$ cat src/pkg/gpio_port_pkg.sv
// Operation
// RULE_01 - Five pins, selected by index 0 to 4; higher indices are reserved.
// RULE_02 - Set command has two bytes (value only) or three (value plus config).
// RULE_03 - Output value 0 drives low, 100 drives high, above 100 invalid.
// RULE_04 - Values 1 to 99 give 100 Hz PWM with that percent high time.
// RULE_05 - Config byte is 0 to 15: function bit 3, drive mode bits 2..0.
// RULE_06 - Mode 000 strong up, resistive down; 001 strong both ways.
// RULE_07 - Mode 010 high impedance; 011 resistive up, strong down.
// RULE_08 - Mode 100 slow strong up, float low; 101 slow strong both ways.
// RULE_09 - Mode 110 reserved; 111 floats a one, slow strong drive down.
// RULE_10 - Function bit clear hands the pin to its default function.
// RULE_11 - Function bit set puts the pin under user value and drive mode.
// RULE_12 - Every pin is sampled as an input at 32 Hz continuously.
// RULE_13 - Per pin, latch rising and falling edges seen since last query.
// RULE_14 - After a set command type 0x22 reply with type 0x62, no data.
// RULE_15 - Whole pin configuration saved on store-boot, restored at power-up.
// RULE_16 - Factory default: pins 1..4 power sense, power, reset, one-wire.
// RULE_17 - Set commands with bad index, value or reserved bits are ignored.
// RULE_18 - A query clears the queried pin's rising and falling indications.
`default_nettype none
package gpio_port_pkg;
  localparam int NUM_PINS = 5;
  localparam int CLK_HZ = 40000000;
  localparam int PWM_HZ = 100;
  localparam int PWM_STEPS = 100;
  localparam int SAMPLE_HZ = 32;
  localparam int PWM_TICK_CYCLES = CLK_HZ / (PWM_HZ * PWM_STEPS);
  localparam int SAMPLE_CYCLES = CLK_HZ / SAMPLE_HZ;
  localparam logic [7:0] CMD_SET_PIN = 8'h22;
  localparam logic [7:0] CMD_QUERY_PIN = 8'h23;
  localparam logic [7:0] CMD_STORE_BOOT = 8'h04;
  localparam logic [7:0] REPLY_FLAG = 8'h40;
  localparam logic [7:0] VALUE_HIGH = 8'h64;
  localparam int CFG_FUNC_BIT = 3;
  localparam logic [7:0] CFG_RSVD_MASK = 8'hf0;
  localparam logic [2:0] MODE_STRONG_UP_RES_DN = 3'h0;
  localparam logic [2:0] MODE_STRONG_BOTH = 3'h1;
  localparam logic [2:0] MODE_HIZ = 3'h2;
  localparam logic [2:0] MODE_RES_UP_STRONG_DN = 3'h3;
  localparam logic [2:0] MODE_SLOW_UP_HIZ_DN = 3'h4;
  localparam logic [2:0] MODE_SLOW_BOTH = 3'h5;
  localparam logic [2:0] MODE_RESERVED = 3'h6;
  localparam logic [2:0] MODE_HIZ_UP_SLOW_DN = 3'h7;
  // Factory configuration bytes per pin, pin 0 first
  localparam logic [3:0] CFG_DEF_PIN0 = 4'h0;
  localparam logic [3:0] CFG_DEF_PIN1 = 4'h3;
  localparam logic [3:0] CFG_DEF_PIN2 = 4'h2;
  localparam logic [3:0] CFG_DEF_PIN3 = 4'h2;
  localparam logic [3:0] CFG_DEF_PIN4 = 4'h0;
  localparam logic [7:0] VALUE_DEF = 8'h00;
  // Register map of the plain register port
  localparam logic [3:0] ADDR_CMD_TYPE = 4'h0;
  localparam logic [3:0] ADDR_DATA0 = 4'h1;
  localparam logic [3:0] ADDR_DATA1 = 4'h2;
  localparam logic [3:0] ADDR_DATA2 = 4'h3;
  localparam logic [3:0] ADDR_CMD_GO = 4'h4;
  localparam logic [3:0] ADDR_REPLY = 4'h5;
  localparam logic [3:0] ADDR_IRQ_STATUS = 4'h6;
  localparam logic [3:0] ADDR_IRQ_MASK = 4'h7;
  localparam logic [3:0] ADDR_QUERY = 4'h8;
  localparam int IRQ_REPLY_BIT = 0;
  localparam int IRQ_EDGE_BIT = 1;
  localparam int IRQ_REJECT_BIT = 2;

  typedef struct packed {
    logic func;
    logic [2:0] mode;
    logic [7:0] value;
  } pin_cfg_t;

  typedef struct packed {
    logic rise;
    logic fall;
    logic state;
  } pin_stat_t;

  typedef struct packed {
    logic [7:0] cmd_type;
    logic [7:0] data0;
    logic [7:0] data1;
    logic [7:0] data2;
    logic [1:0] length;
  } cmd_t;
endpackage : gpio_port_pkg
`default_nettype wire

$ cat src/gpio_port.sv
`default_nettype none
module gpio_port (
  input wire logic CLK_I,
  input wire logic RSTN_I,
  input wire logic [3:0] ADDR_I,
  input wire logic [7:0] WDATA_I,
  input wire logic WR_I,
  input wire logic RD_I,
  output logic [7:0] RDATA_O,
  output logic IRQ_O,
  input wire logic [4:0] PIN_I,
  output logic [4:0] PIN_O,
  output logic [4:0] PIN_OE_O,
  output logic [4:0] PULL_UP_O,
  output logic [4:0] PULL_DN_O,
  output logic [4:0] SLOW_O,
  input wire logic [4:0] DEF_OUT_I,
  input wire logic [4:0] DEF_OE_I,
  output logic [4:0] DEF_IN_O,
  output logic STORE_BOOT_O,
  input wire logic BOOT_VALID_I,
  input wire logic [59:0] BOOT_CFG_I,
  output logic [59:0] SAVE_CFG_O
);
  localparam int N = gpio_port_pkg::NUM_PINS;

  gpio_port_pkg::pin_cfg_t cfg [N];
  gpio_port_pkg::pin_stat_t stat [N];
  gpio_port_pkg::cmd_t cmd;
  logic [4:0] pin_m;
  logic [4:0] pin_s;
  logic [4:0] pin_prev;
  logic [20:0] smp_cnt;
  logic smp_tick;
  logic [12:0] pwm_div;
  logic [6:0] pwm_phase;
  logic go;
  logic [7:0] reply;
  logic [2:0] irq_status;
  logic [2:0] irq_mask;
  logic [7:0] query_idx;
  logic query_go;
  logic cmd_ok;
  logic boot_load;
  logic [2:0] next_events;

  // ------------------------------------------------------------
  // Helpers
  // ------------------------------------------------------------
  function automatic gpio_port_pkg::pin_cfg_t def_cfg(input int i);
    logic [3:0] c;
    c = (i == 0) ? gpio_port_pkg::CFG_DEF_PIN0 :
        (i == 1) ? gpio_port_pkg::CFG_DEF_PIN1 :
        (i == 2) ? gpio_port_pkg::CFG_DEF_PIN2 :
        (i == 3) ? gpio_port_pkg::CFG_DEF_PIN3 :
        gpio_port_pkg::CFG_DEF_PIN4;
    def_cfg = {c, gpio_port_pkg::VALUE_DEF};
  endfunction : def_cfg

  function automatic logic valid_set(input gpio_port_pkg::cmd_t c);
    valid_set = (c.data0 < 8'(N)) && (c.data1 <= gpio_port_pkg::VALUE_HIGH)
      && (c.length == 2'd2 || (c.length == 2'd3
      && (c.data2 & gpio_port_pkg::CFG_RSVD_MASK) == 8'h00
      && c.data2[2:0] != gpio_port_pkg::MODE_RESERVED));
  endfunction : valid_set

  // ------------------------------------------------------------
  // Command port
  // ------------------------------------------------------------
  assign go = WR_I && ADDR_I == gpio_port_pkg::ADDR_CMD_GO;
  assign query_go = WR_I && ADDR_I == gpio_port_pkg::ADDR_QUERY;
  // Length rides on the go write itself, not the stale stored copy
  assign cmd_ok = cmd.cmd_type == gpio_port_pkg::CMD_SET_PIN
    && valid_set('{cmd.cmd_type, cmd.data0, cmd.data1, cmd.data2,
    WDATA_I[1:0]}); // see RULE_17

  always_ff @(posedge CLK_I or negedge RSTN_I) begin
    if (!RSTN_I) begin
      cmd <= '0;
    end else if (WR_I) begin
      case (ADDR_I)
        gpio_port_pkg::ADDR_CMD_TYPE: cmd.cmd_type <= WDATA_I;
        gpio_port_pkg::ADDR_DATA0: cmd.data0 <= WDATA_I;
        gpio_port_pkg::ADDR_DATA1: cmd.data1 <= WDATA_I;
        gpio_port_pkg::ADDR_DATA2: cmd.data2 <= WDATA_I;
        gpio_port_pkg::ADDR_CMD_GO: cmd.length <= WDATA_I[1:0];
        default: ;
      endcase
    end
  end

  // Boot image loads one cycle after reset release, never under reset
  always_ff @(posedge CLK_I or negedge RSTN_I) begin
    if (!RSTN_I) begin
      boot_load <= 1'b1;
    end else begin
      boot_load <= 1'b0;
    end
  end

  // Configuration store; length arrives with the go write
  always_ff @(posedge CLK_I or negedge RSTN_I) begin
    if (!RSTN_I) begin
      for (int i = 0; i < N; i++) begin
        cfg[i] <= def_cfg(i); // see RULE_16
      end
    end else if (boot_load) begin
      if (BOOT_VALID_I) begin
        for (int i = 0; i < N; i++) begin
          cfg[i] <= BOOT_CFG_I[i*12 +: 12]; // see RULE_15
        end
      end
    end else if (go && cmd.cmd_type == gpio_port_pkg::CMD_SET_PIN
        && valid_set('{cmd.cmd_type, cmd.data0, cmd.data1, cmd.data2,
        WDATA_I[1:0]})) begin
      cfg[cmd.data0[2:0]].value <= cmd.data1; // see RULE_01
      if (WDATA_I[1:0] == 2'd3) begin
        cfg[cmd.data0[2:0]].func <= cmd.data2[gpio_port_pkg::CFG_FUNC_BIT];
        cfg[cmd.data0[2:0]].mode <= cmd.data2[2:0]; // see RULE_02, RULE_05
      end
    end
  end

  always_comb begin
    for (int i = 0; i < N; i++) begin
      SAVE_CFG_O[i*12 +: 12] = cfg[i]; // see RULE_15
    end
  end

  // Reply type and store-boot strobe
  always_ff @(posedge CLK_I or negedge RSTN_I) begin
    if (!RSTN_I) begin
      reply <= 8'h00;
      STORE_BOOT_O <= 1'b0;
    end else begin
      STORE_BOOT_O <= go && cmd.cmd_type == gpio_port_pkg::CMD_STORE_BOOT;
      if (go && cmd.cmd_type == gpio_port_pkg::CMD_SET_PIN
          && valid_set('{cmd.cmd_type, cmd.data0, cmd.data1, cmd.data2,
          WDATA_I[1:0]})) begin
        reply <= cmd.cmd_type | gpio_port_pkg::REPLY_FLAG; // see RULE_14
      end
    end
  end

  // ------------------------------------------------------------
  // Output drive
  // ------------------------------------------------------------
  always_ff @(posedge CLK_I or negedge RSTN_I) begin
    if (!RSTN_I) begin
      pwm_div <= '0;
      pwm_phase <= '0;
    end else if (pwm_div == 13'(gpio_port_pkg::PWM_TICK_CYCLES - 1)) begin
      pwm_div <= '0;
      pwm_phase <= (pwm_phase == 7'(gpio_port_pkg::PWM_STEPS - 1)) ?
        7'h00 : pwm_phase + 7'h01; // see RULE_04
    end else begin
      pwm_div <= pwm_div + 13'h0001;
    end
  end

  always_ff @(posedge CLK_I or negedge RSTN_I) begin
    if (!RSTN_I) begin
      PIN_O <= '0;
      PIN_OE_O <= '0;
      PULL_UP_O <= '0;
      PULL_DN_O <= '0;
      SLOW_O <= '0;
    end else begin
      for (int i = 0; i < N; i++) begin
        logic lvl;
        lvl = {1'b0, pwm_phase} < cfg[i].value; // see RULE_03, RULE_04
        if (!cfg[i].func) begin
          PIN_O[i] <= DEF_OUT_I[i]; // see RULE_10
          PIN_OE_O[i] <= DEF_OE_I[i];
          PULL_UP_O[i] <= cfg[i].mode == gpio_port_pkg::MODE_RES_UP_STRONG_DN;
          PULL_DN_O[i] <= 1'b0;
          SLOW_O[i] <= 1'b0;
        end else begin
          PIN_O[i] <= lvl; // see RULE_11
          PULL_UP_O[i] <= 1'b0;
          PULL_DN_O[i] <= 1'b0;
          SLOW_O[i] <= cfg[i].mode[2];
          case (cfg[i].mode)
            gpio_port_pkg::MODE_STRONG_UP_RES_DN: begin
              PIN_OE_O[i] <= lvl;
              PULL_DN_O[i] <= !lvl; // see RULE_06
            end
            gpio_port_pkg::MODE_STRONG_BOTH: PIN_OE_O[i] <= 1'b1;
            gpio_port_pkg::MODE_HIZ: PIN_OE_O[i] <= 1'b0; // see RULE_07
            gpio_port_pkg::MODE_RES_UP_STRONG_DN: begin
              PIN_OE_O[i] <= !lvl;
              PULL_UP_O[i] <= lvl; // see RULE_07
            end
            gpio_port_pkg::MODE_SLOW_UP_HIZ_DN: PIN_OE_O[i] <= lvl;
            gpio_port_pkg::MODE_SLOW_BOTH: PIN_OE_O[i] <= 1'b1; // see RULE_08
            gpio_port_pkg::MODE_HIZ_UP_SLOW_DN: PIN_OE_O[i] <= !lvl;
            default: PIN_OE_O[i] <= 1'b0; // see RULE_09
          endcase
        end
      end
    end
  end

  // ------------------------------------------------------------
  // Input sampling and edge latches
  // ------------------------------------------------------------
  always_ff @(posedge CLK_I or negedge RSTN_I) begin
    if (!RSTN_I) begin
      pin_m <= '0;
      pin_s <= '0;
    end else begin
      pin_m <= PIN_I;
      pin_s <= pin_m;
    end
  end

  assign smp_tick = smp_cnt == 21'(gpio_port_pkg::SAMPLE_CYCLES - 1);
  assign DEF_IN_O = pin_prev;

  always_ff @(posedge CLK_I or negedge RSTN_I) begin
    if (!RSTN_I) begin
      smp_cnt <= '0;
    end else begin
      smp_cnt <= smp_tick ? 21'h000000 : smp_cnt + 21'h000001; // see RULE_12
    end
  end

  // Edges only at sample ticks: short pulses between ticks are missed
  always_ff @(posedge CLK_I or negedge RSTN_I) begin
    if (!RSTN_I) begin
      pin_prev <= '0;
      for (int i = 0; i < N; i++) begin
        stat[i] <= '0;
      end
    end else begin
      if (smp_tick) begin
        pin_prev <= pin_s; // see RULE_12
      end
      for (int i = 0; i < N; i++) begin
        if (smp_tick) begin
          stat[i].state <= pin_s[i];
        end
        if (query_go && WDATA_I == 8'(i)) begin
          stat[i].rise <= 1'b0; // see RULE_18
          stat[i].fall <= 1'b0;
        end
        if (smp_tick && pin_s[i] && !pin_prev[i]) begin
          stat[i].rise <= 1'b1; // see RULE_13
        end
        if (smp_tick && !pin_s[i] && pin_prev[i]) begin
          stat[i].fall <= 1'b1; // see RULE_13
        end
      end
    end
  end

  // ------------------------------------------------------------
  // Interrupts and read port
  // ------------------------------------------------------------
  always_comb begin
    next_events = '0;
    next_events[gpio_port_pkg::IRQ_REPLY_BIT] = go && cmd_ok;
    next_events[gpio_port_pkg::IRQ_REJECT_BIT] = go
      && cmd.cmd_type == gpio_port_pkg::CMD_SET_PIN && !cmd_ok;
    next_events[gpio_port_pkg::IRQ_EDGE_BIT] = smp_tick && (pin_s != pin_prev);
  end

  always_ff @(posedge CLK_I or negedge RSTN_I) begin
    if (!RSTN_I) begin
      irq_status <= '0;
      irq_mask <= '0;
      query_idx <= '0;
    end else begin
      if (query_go) begin
        query_idx <= WDATA_I;
      end
      if (WR_I && ADDR_I == gpio_port_pkg::ADDR_IRQ_MASK) begin
        irq_mask <= WDATA_I[2:0];
      end
      // Set beats the write-one clear
      if (WR_I && ADDR_I == gpio_port_pkg::ADDR_IRQ_STATUS) begin
        irq_status <= (irq_status & ~WDATA_I[2:0]) | next_events;
      end else begin
        irq_status <= irq_status | next_events;
      end
    end
  end

  assign IRQ_O = |(irq_status & irq_mask);

  always_ff @(posedge CLK_I or negedge RSTN_I) begin
    if (!RSTN_I) begin
      RDATA_O <= '0;
    end else if (RD_I) begin
      case (ADDR_I)
        gpio_port_pkg::ADDR_CMD_TYPE: RDATA_O <= cmd.cmd_type;
        gpio_port_pkg::ADDR_DATA0: RDATA_O <= cmd.data0;
        gpio_port_pkg::ADDR_DATA1: RDATA_O <= cmd.data1;
        gpio_port_pkg::ADDR_DATA2: RDATA_O <= cmd.data2;
        gpio_port_pkg::ADDR_REPLY: RDATA_O <= reply;
        gpio_port_pkg::ADDR_IRQ_STATUS: RDATA_O <= {5'h00, irq_status};
        gpio_port_pkg::ADDR_IRQ_MASK: RDATA_O <= {5'h00, irq_mask};
        gpio_port_pkg::ADDR_QUERY: begin
          if (query_idx < 8'(N)) begin
            RDATA_O <= {5'h00, stat[query_idx[2:0]]}; // see RULE_13
          end else begin
            RDATA_O <= 8'h00;
          end
        end
        default: RDATA_O <= 8'h00;
      endcase
    end else begin
      RDATA_O <= '0;
    end
  end

  // ------------------------------------------------------------
  // Checks
  // ------------------------------------------------------------
  a_reply_type: assert property (@(posedge CLK_I) disable iff (!RSTN_I)
    go && cmd_ok |=> reply == 8'h62) // see RULE_14
    else $error("reply type wrong after set");
  a_bad_index_kept: assert property (@(posedge CLK_I) disable iff (!RSTN_I)
    go && cmd.data0 >= 8'(N) |=> $stable(cfg[0]) && $stable(cfg[4])) // see RULE_17
    else $error("reserved index changed a pin");
  a_mode_hiz: assert property (@(posedge CLK_I) disable iff (!RSTN_I)
    cfg[0].func && cfg[0].mode == gpio_port_pkg::MODE_HIZ && $stable(cfg[0])
    |=> !PIN_OE_O[0]) // see RULE_07
    else $error("input mode drove the pin");
  a_strong_both: assert property (@(posedge CLK_I) disable iff (!RSTN_I)
    cfg[1].func && cfg[1].mode == gpio_port_pkg::MODE_STRONG_BOTH
    && $stable(cfg[1]) |=> PIN_OE_O[1]) // see RULE_06
    else $error("strong mode not driving");
  a_value_high: assert property (@(posedge CLK_I) disable iff (!RSTN_I)
    cfg[2].func && cfg[2].value == gpio_port_pkg::VALUE_HIGH |=> PIN_O[2])
    // see RULE_03
    else $error("value 100 not high");
  a_value_low: assert property (@(posedge CLK_I) disable iff (!RSTN_I)
    cfg[2].func && cfg[2].value == 8'h00 |=> !PIN_O[2]) // see RULE_03
    else $error("value 0 not low");
  a_rise_latch: assert property (@(posedge CLK_I) disable iff (!RSTN_I)
    smp_tick && pin_s[0] && !pin_prev[0] |=> stat[0].rise) // see RULE_13
    else $error("rising edge not latched");
  a_query_clear: assert property (@(posedge CLK_I) disable iff (!RSTN_I)
    query_go && WDATA_I == 8'h03 && !smp_tick |=> !stat[3].fall) // see RULE_18
    else $error("query did not clear");
  a_slow_mode: assert property (@(posedge CLK_I) disable iff (!RSTN_I)
    cfg[4].func && cfg[4].mode == gpio_port_pkg::MODE_SLOW_BOTH
    && $stable(cfg[4]) |=> SLOW_O[4] && PIN_OE_O[4]) // see RULE_08
    else $error("slow drive not applied");
  a_default_func: assert property (@(posedge CLK_I) disable iff (!RSTN_I)
    !cfg[3].func |=> PIN_OE_O[3] == $past(DEF_OE_I[3])) // see RULE_10
    else $error("default function not routed");
endmodule : gpio_port
`default_nettype wire

$ cat config.mk
export PLATFORM = sky130hd
export DESIGN_NAME = gpio_port
export DESIGN_NICKNAME = d
export VERILOG_FILES = /design/src/pkg/gpio_port_pkg.sv /design/src/gpio_port.sv
export SDC_FILE = /design/constraint.sdc
export NUM_CORES = 1
export LEC_CHECK = 0
export BUFFER_PORTS_ARGS = -buffer_cell sky130_fd_sc_hd__buf_4
export CAP_MARGIN = 20
export CORE_ASPECT_RATIO = 1.4
export CORE_MARGIN = 5
export CORE_UTILIZATION = 46
export DETAILED_ROUTE_END_ITERATION = 10
export PLACE_DENSITY_LB_ADDON = 0.2
export SETUP_SLACK_MARGIN = 0.05
export SLEW_MARGIN = 20
export SYNTH_ARGS = -nofsm -noshare
export SYNTH_HDL_FRONTEND = slang
export SYNTH_SLANG_ARGS = --single-unit
$ cat constraint.sdc
create_clock -name CLK_I -period 5.3 [get_ports CLK_I]
set_input_delay 0.265 -clock CLK_I [delete_from_list [all_inputs] [get_ports CLK_I]]
set_output_delay 0.265 -clock CLK_I [all_outputs]
set_load 0.02 [all_outputs]
==> results.cfg <==
[outcome]
status = complete, no violations

[logic_synthesis]
syn-num-nets = 1111
syn_avg_cell_area_sq_um = 11.07
synth.area.top_cells = dfrtp_1 48%, mux2i_1 7.2%, mux2_2 6.9%
yosysTopAreaCellShare_pct = 48.13
syn_area_sq_mm = 0.01092
yosys.cell_types.count = 67
yosys_register_bits = 215
postSynth.asyncResetShare_pct = 100.0
synth_edf_count = 0
netlist_instances = 986
yosys.cell_count.top_type = dfrtp_1
yosysSeqAreaShare_pct = 49.34
synthFlopType = dfrtp_1
ys_warn_count = 0
synth_common_cells = 210 x dfrtp_1, 79 x mux2i_1, 74 x nand2_1, 67 x mux2_2, 53 x nor2_1
yosys.area.top_type = dfrtp_1

[global_routing]
grt_max_degree = 202
antenna_found_initial = 0
grt_util_all_layers_pct = 20.81
first_global_vias = 8577
grt_first_pass_wirelength_mm = 45.83
grt_overflow = 0

[timing]
fin_worst_skew_ns = 0.008091
rsz0062_at_grt = no
relSlewSlack_pct = 32.75
setup_violations = 0
setup_slack_ns = 2.223
fmax_mhz = 325.0
tns_ns = 0
worstMarginPinSlew_ns = 1.005
finalHoldViolCount = 0
drv_slew = 0
period_share_pct = 58.05
whs_ns = 0.03379
finalWorstPathRequiredPeriod_ns = 3.077

[setup_path]
path_max_fanout = 12
cp-end-kind = flip-flop
cp.required_ns = 5.71
cp.arrival_ns = 3.49
criticalPathCategory = reg2reg
startpoint_type = flip-flop

[power]
p_leak_nw = 6.647
p_per_area_mw_per_mm2 = 330.0
ir_worst_vdd_mv = 0.3405

[cts]
cts_made_buffers = 23
postCtsSetupBuffers = 0
clock_latency_ns = 0.51
cts_root_buf = clkbuf_16
cts_max_level = 1
clockBufferDepth = 3
cts_hold_buffers = 12
cts_resized = 0
clk_pin_slew_worst_paths_ns = 0.06
cts_tree = yes
clock-sinks = 215

[cells_and_area]
final_layout_size_suffix_gt1_share_pct = 27.86
stdcell_count = 1494
nFillCells = 2027
num_antenna_cells = 0
layout.nets = 1299
syn2layout_area_growth_pct = 23.69

[detailed_routing]
ant_nets = 0
drc = 0
totalWireLength_mm = 28.39
routedWlPerCell_um = 19.00
drt-pass1-iter-count = 8
via_per_inst = 5.572
drt_iter0_markers = 535
vias = 8324

[placement]
gp_congestion = 0.8440
port_buffers = 191
place_ws_ns = 2.245
dp.cells = 1442
dp_hpwl_mm = 20.26

[flow_run]
cap_violations = 0

[min_path]
hp-class = in2reg

[floorplanning]
die_h_um = 192.3
initial_utilization_pct = 46.88
core-area_sq_mm = 0.02329
die-area_sq_mm = 0.02696
ios = 192
die_w_um = 140.2
row_count = 66
## cell usage in the layout (no fill, tap or decap), types with 4 or more instances in the layout
| master | instances |
|---|---|
| nor3_1 | 26 |
| and2_1 | 7 |
| clkbuf_8 | 4 |
| mux2_2 | 67 |
| nand4_1 | 9 |
| o31ai_1 | 5 |
| nand2b_1 | 12 |
| a21o_1 | 18 |
| o211a_1 | 6 |
| o21ai_0 | 36 |
| a31oi_1 | 14 |
| dfstp_2 | 4 |
| dlygate4sd3_1 | 12 |
| nand3b_1 | 19 |
| nand3_1 | 22 |
| o221ai_1 | 4 |
| nor2_1 | 53 |
| dfrtp_1 | 210 |
| a21oi_1 | 16 |
| inv_1 | 49 |
| nor4_1 | 16 |
| nor4b_1 | 5 |
| nand2_1 | 74 |
| xor2_1 | 20 |
| and4b_1 | 11 |
| clkbuf_16 | 23 |
| xnor2_1 | 14 |
| ha_1 | 33 |
| buf_4 | 195 |
| nor2b_1 | 7 |
| mux2i_1 | 79 |
| a32oi_1 | 13 |
| or3_1 | 9 |
| a32o_1 | 8 |
| and3_1 | 13 |
| a22oi_1 | 11 |
| clkinv_2 | 4 |
## where the power goes
| part | leakage (nW) | internal [W] | total (W) | switching [W] |
|---|---|---|---|---|
| Clock | 0.376 | 0.000984 | 0.00164 | 0.000651 |
| Combinational | 3.57 | 0.000383 | 0.000763 | 0.000380 |
| Sequential | 2.70 | 0.00181 | 0.00206 | 0.000244 |
| Total | 6.65 | 0.00318 | 0.00446 | 0.00127 |
## stage by stage
| stage | total power [W] | area (sq um) | utilization [%] |
|---|---|---|---|
| 3_3_place_gp | 0.002826 | 12590 | 54.08 |
| 4_1_cts | 0.004501 | 13480 | 57.87 |
| 5_1_grt | 0.004667 | 13500 | 57.99 |
| 3_5_place_dp | 0.002846 | 12590 | 54.08 |
| 6_report | 0.004456 | 13500 | 57.99 |
| 2_1_floorplan | 0.002457 | 10920 | - |
## critical path, cell delays in order, from the launching register on
cell and delay [ns]:
dfrtp_1 0.39, or4_4 0.55, o21ai_2 0.18, nor4b_2 0.79, nand4_1 0.50, mux2_2 0.41
nor4_1 0.16
## kinds of logic after synthesis
logic type | after synthesis | share of synthesized area [%]
simple gates | 314 | 16.36
flops | 215 | 49.34
mux | 150 | 14.98
compound gates | 143 | 9.134
buf+inv | 96 | 3.644
xor+xnor | 34 | 2.728
fa+ha+maj | 33 | 3.782
other cells | 1 | 0.03435
## layer usage
metal  wire length, um  GRT usage [%]  vias up
met1             11540          25.74     4117
li1                  -              -     3941
met3              1444          3.495       50
met2             14450          36.60      216
met4               952          7.644        0
met5                 0              0        -
## flip-flops by register name, indices dropped and copies added, names as in the netlist, 7 cells and up
name        cells
SAVE_CFG_O     60
stat           11
RDATA_O         8
pwm_phase       7
pwm_div        13
smp_cnt        21
reply           8
cmd            32
query_idx       8
## path summary, 6_finish.rpt
path,slack (ns),cells past startpoint,startpoint,end
worst max-delay path,2.22,6,cmd[7]$_DFFE_PN0P_,SAVE_CFG_O[58]$_DFFE_PN0P_
worst min-delay path,0.03,3,BOOT_CFG_I[46],SAVE_CFG_O[46]$_DFFE_PN0P_
worst max register to register,2.22,6,cmd[7]$_DFFE_PN0P_,SAVE_CFG_O[58]$_DFFE_PN0P_
worst min register to register,0.35,0,pin_m[0]$_DFF_PN0_,pin_s[0]$_DFF_PN0_
max in group asynchronous,3.90,4,RSTN_I,query_idx[4]$_DFFE_PN0P_
min in group asynchronous,0.16,2,RSTN_I,SLOW_O[3]$_DFF_PN0_
## final cells by class
class                   count  area (sq um)  area share, %
flip-flops and latches    215          5390          39.91
clock inverters            10         135.1          1.001
repair buffers            210          1645          12.18
inverters                  49         183.9          1.362
multi-input cells         675          5139          38.05
well taps                 306         382.9          2.835
clock buffers              29         628.1          4.651
(Power assumes the default switching activity.)
